===== src/pkg/sac_pkg.sv =====
package sac_pkg;
  // register addresses on the byte-wide port
  localparam logic [3:0] ADDR_TIMER_CTRL   = 4'h0;
  localparam logic [3:0] ADDR_TIMER_STAT   = 4'h1;
  localparam logic [3:0] ADDR_CNT_HIGH     = 4'h2;
  localparam logic [3:0] ADDR_CNT_LOW      = 4'h3;
  localparam logic [3:0] ADDR_CMP_HIGH     = 4'h4;
  localparam logic [3:0] ADDR_CMP_LOW      = 4'h5;
  localparam logic [3:0] ADDR_CAP_HIGH     = 4'h6;
  localparam logic [3:0] ADDR_CAP_LOW      = 4'h7;
  localparam logic [3:0] ADDR_ANALOG_CTRL  = 4'h8;
  localparam logic [3:0] ADDR_ANALOG_STAT  = 4'h9;
  // timer control fields
  localparam int TCR_CAPTURE_IRQ_EN_BIT = 7;
  localparam int TCR_MATCH_IRQ_EN_BIT   = 6;
  localparam int TCR_WRAP_IRQ_EN_BIT    = 5;
  localparam int TCR_EDGE_SEL_BIT       = 1;
  // timer status fields
  localparam int TSR_CAPTURE_BIT = 7;
  localparam int TSR_MATCH_BIT   = 6;
  localparam int TSR_WRAP_BIT    = 5;
  // analog control fields
  localparam int ACR_MODE_LOW_BIT   = 0;
  localparam int ACR_MODE_HIGH_BIT  = 1;
  localparam int ACR_SRC_SEL_BIT    = 2;
  localparam int ACR_CHARGE_BIT     = 3;
  // analog status fields
  localparam int ASR_COMPARATOR2_LIVE_OUTPUT_FLAG_BIT  = 7;
  localparam int ASR_COMPARATOR2_LIVE_OUTPUT_LIVE_BIT  = 6;
  localparam int ASR_COMPARATOR2_LIVE_OUTPUT_RESET_BIT = 1;
  // reset and wrap values
  localparam logic [15:0] CNT_RESET_VAL  = 16'hfffc;
  localparam logic [15:0] CNT_WRAP_VAL   = 16'hffff;
  localparam logic [7:0]  TCR_RESET_VAL  = 8'h00;
  localparam logic [7:0]  ACR_RESET_VAL  = 8'h00;
  // conversion modes {mode_high, mode_low}
  localparam logic [1:0] MODE_WRAP_START  = 2'h2;
  localparam logic [1:0] MODE_MATCH_START = 2'h3;
endpackage


===== src/hw/sac_capture_edge.sv =====
`timescale 1ns/1ps
// picks the capture source and detects the selected edge
module sac_capture_edge
  import sac_pkg::*;
(
  input  wire logic clk_i,
  input  wire logic resetn_i,
  input  wire logic pin_i,
  input  wire logic comp_i,
  input  wire logic src_sel_i,
  input  wire logic rise_sel_i,
  output wire logic event_o
);
  logic src;
  logic prev_reg;
  logic valid_reg;

  // source mux; the edge select inverts the sense of detection
  assign src     = src_sel_i ? comp_i : pin_i;
  assign event_o = valid_reg && (rise_sel_i ? (src && !prev_reg) : (!src && prev_reg));

  // valid gate hides the first cycle so a high source is not a false edge after reset
  always_ff @(posedge clk_i)
  begin
    if (!resetn_i)
    begin
      prev_reg  <= 1'b0;
      valid_reg <= 1'b0;
    end
    else
    begin
      prev_reg  <= src;
      valid_reg <= 1'b1;
    end
  end
endmodule


===== src/hw/sac_ctrl.sv =====
// Our own choices: the address-and-strobe port and the address map.
`timescale 1ns/1ps
module sac_ctrl
  import sac_pkg::*;
(
  input  wire logic       clk_i,
  input  wire logic       resetn_i,
  input  wire logic [3:0] addr_i,
  input  wire logic [7:0] wdata_i,
  input  wire logic       wr_i,
  input  wire logic       rd_i,
  output logic      [7:0] rdata_o,
  input  wire logic       capture_input_pin_i,
  input  wire logic       comparator2_i,
  output logic            ramp_charge_o,
  output logic            ramp_discharge_o
);
  logic [15:0] counter_reg;
  logic [15:0] compare_reg;
  logic [15:0] capture_reg;
  logic [7:0]  timer_control_reg;
  logic [7:0]  analog_control_reg;
  logic        wrap_flag_reg;
  logic        match_flag_reg;
  logic        capture_flag_reg;
  logic        comparator2_live_output_flag_reg;
  logic        wrap_arm_reg;
  logic        match_arm_reg;
  logic        capture_arm_reg;
  logic        charge_reg;
  logic        discharge_reg;
  logic [7:0]  rdata_reg;

  // bus decode
  wire rd_stat    = rd_i && (addr_i == ADDR_TIMER_STAT);
  wire rd_cnt_lo  = rd_i && (addr_i == ADDR_CNT_LOW);
  wire rd_cmp_lo  = rd_i && (addr_i == ADDR_CMP_LOW);
  wire rd_cap_lo  = rd_i && (addr_i == ADDR_CAP_LOW);
  wire wr_tcr     = wr_i && (addr_i == ADDR_TIMER_CTRL);
  wire wr_cmp_hi  = wr_i && (addr_i == ADDR_CMP_HIGH);
  wire wr_cmp_lo  = wr_i && (addr_i == ADDR_CMP_LOW);
  wire wr_acr     = wr_i && (addr_i == ADDR_ANALOG_CTRL);
  wire wr_asr     = wr_i && (addr_i == ADDR_ANALOG_STAT);

  // timer events
  wire counter_wrap = (counter_reg == CNT_WRAP_VAL);
  wire cap_event;
  wire wrap_clr     = rd_cnt_lo && wrap_arm_reg;
  wire match_clr    = rd_cmp_lo && match_arm_reg;
  wire capture_clr  = rd_cap_lo && capture_arm_reg;
  // a clear in the same cycle reopens the lockout so the new event wins
  wire match_take   = (counter_reg == compare_reg) && (!match_flag_reg || match_clr);
  wire capture_take = cap_event && (!capture_flag_reg || capture_clr);
  wire comparator2_live_output_clr     = wr_asr && wdata_i[ASR_COMPARATOR2_LIVE_OUTPUT_RESET_BIT];

  // ramp steering
  wire [1:0] mode     = {analog_control_reg[ACR_MODE_HIGH_BIT],
                         analog_control_reg[ACR_MODE_LOW_BIT]};
  wire auto_mode      = (mode == MODE_WRAP_START) || (mode == MODE_MATCH_START);
  wire start_flag     = (mode == MODE_WRAP_START) ? wrap_flag_reg : match_flag_reg;
  wire ramp_end       = auto_mode && capture_flag_reg;
  wire ramp_start     = auto_mode && !capture_flag_reg && start_flag;

  wire charge_next    = ramp_end ? 1'b0 :
                        ramp_start ? 1'b1 :
                        wr_acr ? wdata_i[ACR_CHARGE_BIT] : charge_reg;

  wire [7:0] tsr_value = {capture_flag_reg, match_flag_reg, wrap_flag_reg, 5'h00};
  wire [7:0] asr_value = {comparator2_live_output_flag_reg, comparator2_i, 6'h00};
  wire [7:0] acr_value = {analog_control_reg[7:4], charge_reg, analog_control_reg[2:0]};

  // read mux; unmapped addresses read zero
  wire [7:0] rdata_next =
    !rd_i                        ? 8'h00 :
    (addr_i == ADDR_TIMER_CTRL)  ? timer_control_reg :
    (addr_i == ADDR_TIMER_STAT)  ? tsr_value :
    (addr_i == ADDR_CNT_HIGH)    ? counter_reg[15:8] :
    (addr_i == ADDR_CNT_LOW)     ? counter_reg[7:0] :
    (addr_i == ADDR_CMP_HIGH)    ? compare_reg[15:8] :
    (addr_i == ADDR_CMP_LOW)     ? compare_reg[7:0] :
    (addr_i == ADDR_CAP_HIGH)    ? capture_reg[15:8] :
    (addr_i == ADDR_CAP_LOW)     ? capture_reg[7:0] :
    (addr_i == ADDR_ANALOG_CTRL) ? acr_value :
    (addr_i == ADDR_ANALOG_STAT) ? asr_value : 8'h00;

  sac_capture_edge u_edge
  (
    .clk_i      (clk_i),
    .resetn_i   (resetn_i),
    .pin_i      (capture_input_pin_i),
    .comp_i     (comparator2_i),
    .src_sel_i  (analog_control_reg[ACR_SRC_SEL_BIT]),
    .rise_sel_i (timer_control_reg[TCR_EDGE_SEL_BIT]),
    .event_o    (cap_event)
  );

  // free-running counter, reloaded near wrap by reset
  always_ff @(posedge clk_i)
  begin
    if (!resetn_i)
      counter_reg <= CNT_RESET_VAL;
    else
      counter_reg <= counter_reg + 16'h0001;
  end

  // compare value has no reset on purpose, so a match may come any time
  always_ff @(posedge clk_i)
  begin
    if (wr_cmp_hi)
      compare_reg[15:8] <= wdata_i;
    if (wr_cmp_lo)
      compare_reg[7:0] <= wdata_i;
  end

  // capture latch holds while the flag blocks new events
  always_ff @(posedge clk_i)
  begin
    if (!resetn_i)
      capture_reg <= 16'h0000;
    else if (capture_take)
      capture_reg <= counter_reg;
  end

  // control registers
  always_ff @(posedge clk_i)
  begin
    if (!resetn_i)
    begin
      timer_control_reg  <= TCR_RESET_VAL;
      analog_control_reg <= ACR_RESET_VAL;
    end
    else
    begin
      if (wr_tcr)
        timer_control_reg <= wdata_i;
      if (wr_acr)
        analog_control_reg <= wdata_i;
    end
  end

  // flags: a set in the clearing cycle wins
  always_ff @(posedge clk_i)
  begin
    if (!resetn_i)
    begin
      wrap_flag_reg    <= 1'b0;
      match_flag_reg   <= 1'b0;
      capture_flag_reg <= 1'b0;
      comparator2_live_output_flag_reg    <= 1'b0;
    end
    else
    begin
      wrap_flag_reg    <= counter_wrap || (wrap_flag_reg && !wrap_clr);
      match_flag_reg   <= match_take || (match_flag_reg && !match_clr);
      capture_flag_reg <= capture_take || (capture_flag_reg && !capture_clr);
      comparator2_live_output_flag_reg    <= comparator2_i || (comparator2_live_output_flag_reg && !comparator2_live_output_clr);
    end
  end

  // arming: a status read with the flag set enables the low byte read to clear it
  always_ff @(posedge clk_i)
  begin
    if (!resetn_i)
    begin
      wrap_arm_reg    <= 1'b0;
      match_arm_reg   <= 1'b0;
      capture_arm_reg <= 1'b0;
    end
    else
    begin
      wrap_arm_reg    <= rd_stat ? wrap_flag_reg : (wrap_arm_reg && !rd_cnt_lo);
      match_arm_reg   <= rd_stat ? match_flag_reg : (match_arm_reg && !rd_cmp_lo);
      capture_arm_reg <= rd_stat ? capture_flag_reg : (capture_arm_reg && !rd_cap_lo);
    end
  end

  // ramp drive; discharge is the complement so the pin never floats mid-cycle
  always_ff @(posedge clk_i)
  begin
    if (!resetn_i)
    begin
      charge_reg    <= 1'b0;
      discharge_reg <= 1'b1;
      rdata_reg     <= 8'h00;
    end
    else
    begin
      charge_reg    <= charge_next;
      discharge_reg <= !charge_next;
      rdata_reg     <= rdata_next;
    end
  end

  assign rdata_o          = rdata_reg;
  assign ramp_charge_o    = charge_reg;
  assign ramp_discharge_o = discharge_reg;
endmodule


===== config.mk =====
export PLATFORM = sky130hd
export DESIGN_NAME = sac_ctrl
export DESIGN_NICKNAME = d
export VERILOG_FILES = /design/src/pkg/sac_pkg.sv /design/src/hw/sac_capture_edge.sv /design/src/hw/sac_ctrl.sv
export SDC_FILE = /design/constraint.sdc
export NUM_CORES = 1
export LEC_CHECK = 0
export ABC_AREA = 1
export BUFFER_PORTS_ARGS = -buffer_cell sky130_fd_sc_hd__buf_4
export CORE_MARGIN = 2
export CORE_UTILIZATION = 40
export CTS_CLUSTER_SIZE = 20
export DETAILED_ROUTE_END_ITERATION = 12
export PLACE_DENSITY = 0.57
export SYNTH_ARGS = -nofsm -noshare
export SYNTH_HDL_FRONTEND = slang
export SYNTH_HIERARCHICAL = 1
export SYNTH_SLANG_ARGS = --single-unit

===== constraint.sdc =====
create_clock -name clk_i -period 1.9 [get_ports clk_i]
set_input_delay 0.285 -clock clk_i [delete_from_list [all_inputs] [get_ports clk_i]]
set_output_delay 0.285 -clock clk_i [all_outputs]
set_load 0.03 [all_outputs]

==> impl_metrics.env <==
export IMPL_antenna_found_initial=0
export IMPL_grt_max_degree=28
export IMPL_syn_nets=519
export IMPL_fin_tns_setup_ns=0
export IMPL_p_per_area_nw_per_um2=799
export IMPL_gr_total_overflow=0
export IMPL_grt_use_total=0.220
export IMPL_status="completed"
export IMPL_cp_required_ns=2.14
export IMPL_finalCritPeriodShare=0.882
export IMPL_n_antenna_cell=0
export IMPL_drt_iter0_drc=249
export IMPL_yosysWarnings=6
export IMPL_hp_class="input pin to flip-flop"
export IMPL_wl_per_cell_um=16.3
export IMPL_h_tree_depth=3
export IMPL_timing_fmax_mhz=597
export IMPL_ys_seq_elements=82
export IMPL_synth_enable_flop_cells=16
export IMPL_clock_sinks=82
export IMPL_synth_xor_area_share=0.0348
export IMPL_hold_ws_ns=0.149
export IMPL_area_delta_synth_final_pct=14.9
export IMPL_syn_cell_area_um2=3770
export IMPL_cts_tree="yes"
export IMPL_dr_pass1_iters=5
export IMPL_final_nets=558
export IMPL_clk_insertion_delay_late_ns=0.35
export IMPL_slew_headroom=0.716
export IMPL_rows=35
export IMPL_yosys_area_share_simple=0.241
export IMPL_critical_path_class="flip-flop to flip-flop"
export IMPL_clock_tree_root_cell="clkbuf_8"
export IMPL_ys_types=29
export IMPL_io_pins=28
export IMPL_fp_dieW_um=101
export IMPL_ys_seq_area_frac=0.477
export IMPL_finClkSkew_ns=0.0169
export IMPL_num_vias=3367
export IMPL_die_h_um=101
export IMPL_core_area_um2=9200
export IMPL_synth_compound_area_share=0.149
export IMPL_crit_start="timer_control_reg[1]"
export IMPL_ir_worst_vdd_mv=0.418
export IMPL_finalWeightedCongestion=0.931
export IMPL_wl_um=10700
export IMPL_start_util=0.410
export IMPL_ctsHoldBuffers=0
export IMPL_detail_route_antenna_nets=0
export IMPL_drv_slew=0
export IMPL_rsz0062_at_grt="no"
export IMPL_hpwl_um=8260
export IMPL_layout_commonest_cell="nand2_1"
export IMPL_post_cts_setup_buffer_count=0
export IMPL_drive_gt1_frac=0.158
export IMPL_async_reset_ff_frac=0
export IMPL_drcViolationCount=0
export IMPL_dieArea_um2=10200
export IMPL_port_buffers=27
export IMPL_setup_viol=0
export IMPL_hold_path_startpoint="wdata_i[5]"
export IMPL_worstReg2RegStart="timer_control_reg[1]"
export IMPL_crit_path_max_fanout=23
export IMPL_finalCriticalPeriod_ns=1.68
export IMPL_cp_end_kind="flip-flop"
export IMPL_hold_violations=0
export IMPL_fillers=944
export IMPL_maxCapViolations=0
export IMPL_crit_path_start_kind="flip-flop"
export IMPL_synthMuxAreaShare=0
export IMPL_avgSynthCellArea_um2=7.55
export IMPL_clock_path_buffers=2
export IMPL_path_clk_slew_ns=0.10
export IMPL_yosys_most_used_dff="dfxtp_1"
export IMPL_cellLeakagePower_nw=1.85
export IMPL_first_global_vias=3160
export IMPL_grt_pass1_wl_um=17000
export IMPL_synth_cells=500
export IMPL_numCtsBuffers=9
export IMPL_ctsResizeCount=0
export IMPL_final_cell_mix="87 x nand2_1, 66 x dfxtp_1, 64 x inv_1"
export IMPL_worst_slew_pin_slew_ns=0.425
export IMPL_synth_fa_ha_area_frac=0.00331
export IMPL_synth_top_family_by_area="simple AND/OR/NAND/NOR gates"
export IMPL_worstPathArrival_ns=1.91
export IMPL_viasPerCell=5.14
-- final cells by class --
class                      instances  area, um2  area share
sequential                        82       1800       0.415
multi-input combinational        329       1620       0.372
timing repair buffer              44        330      0.0761
inverter                          73        275      0.0635
tap                              111        139      0.0320
clock buffer                       9        124      0.0286
clock inverter                     7       52.6      0.0121
-- per-stage QoR --
stage,power (mW),utilization,std cells,instance area (um2),setup WS (ns)
floorplan,2.19,-,500,3770,0.235
CTS,3.49,0.472,655,4340,0.213
global placement,2.35,0.453,639,4160,0.274
detailed placement,2.35,0.453,639,4160,0.204
global route,3.63,0.472,655,4340,0.0436
finish,3.46,0.472,655,4340,0.224
-- worst max-delay path, stage by stage, from the launching register on --
cell and delay, ns:
dfxtp_1 0.48, nor2_1 0.08, a21oi_1 0.12, nor2_1 0.08, nand2_2 0.33, clkinv_2 0.23
o21ai_1 0.17, a21oi_1 0.05
-- metal layers --
layer | global-route usage | share of wire | wire length [um] | vias up
li1 | - | - | - | 1702
met1 | 0.326 | 0.48 | 5190 | 1564
met2 | 0.331 | 0.44 | 4750 | 88
met3 | 0.0359 | 0.057 | 609 | 13
met4 | 0.0634 | 0.015 | 157 | 0
met5 | 0 | 0 | 0 | -
-- final timing paths --
| path | to | slack, ns | depth (start not counted) |
|---|---|---|---|
| setup reg to reg | capture_reg[13] | 0.22 | 7 |
| setup / recovery | capture_reg[13] | 0.22 | 7 |
| hold reg to reg | capture_reg[1] | 0.45 | 2 |
| hold / removal | compare_reg[13] | 0.15 | 1 |
-- Yosys cell counts (2+ instances only) --
cell type	instances	share of area
nand3_1	39	0.052
a21oi_1	53	0.070
nor3_1	7	0.0093
nor2_1	45	0.045
o21ai_1	16	0.021
nand2_2	3	0.0050
xor2_1	2	0.0046
xnor2_1	13	0.030
nand3_2	3	0.0080
nand4_1	10	0.017
inv_2	8	0.0080
buf_2	6	0.0080
nor2_2	7	0.012
edfxtp_1	16	0.13
o21ai_0	35	0.046
dfxtp_1	66	0.35
o211ai_1	2	0.0040
inv_1	64	0.064
nand2_1	87	0.087
clkbuf_1	8	0.0080
buf_6	2	0.0060
-- power by group --
group | switching, mW | internal (mW) | leakage [nW]
logic | 0.267 | 0.149 | 1.09
clock network | 0.664 | 0.482 | 0.0861
registers | 0.0587 | 1.84 | 0.683
-- logic make-up after synthesis --
family	Yosys count
AND/OR/NAND/NOR	204
AO/OA/AOI/OAI	109
buffers and inverters	89
flip-flops	82
XOR/XNOR	15
adder cells (fa/ha/maj)	1
(Power assumes the default switching activity.)
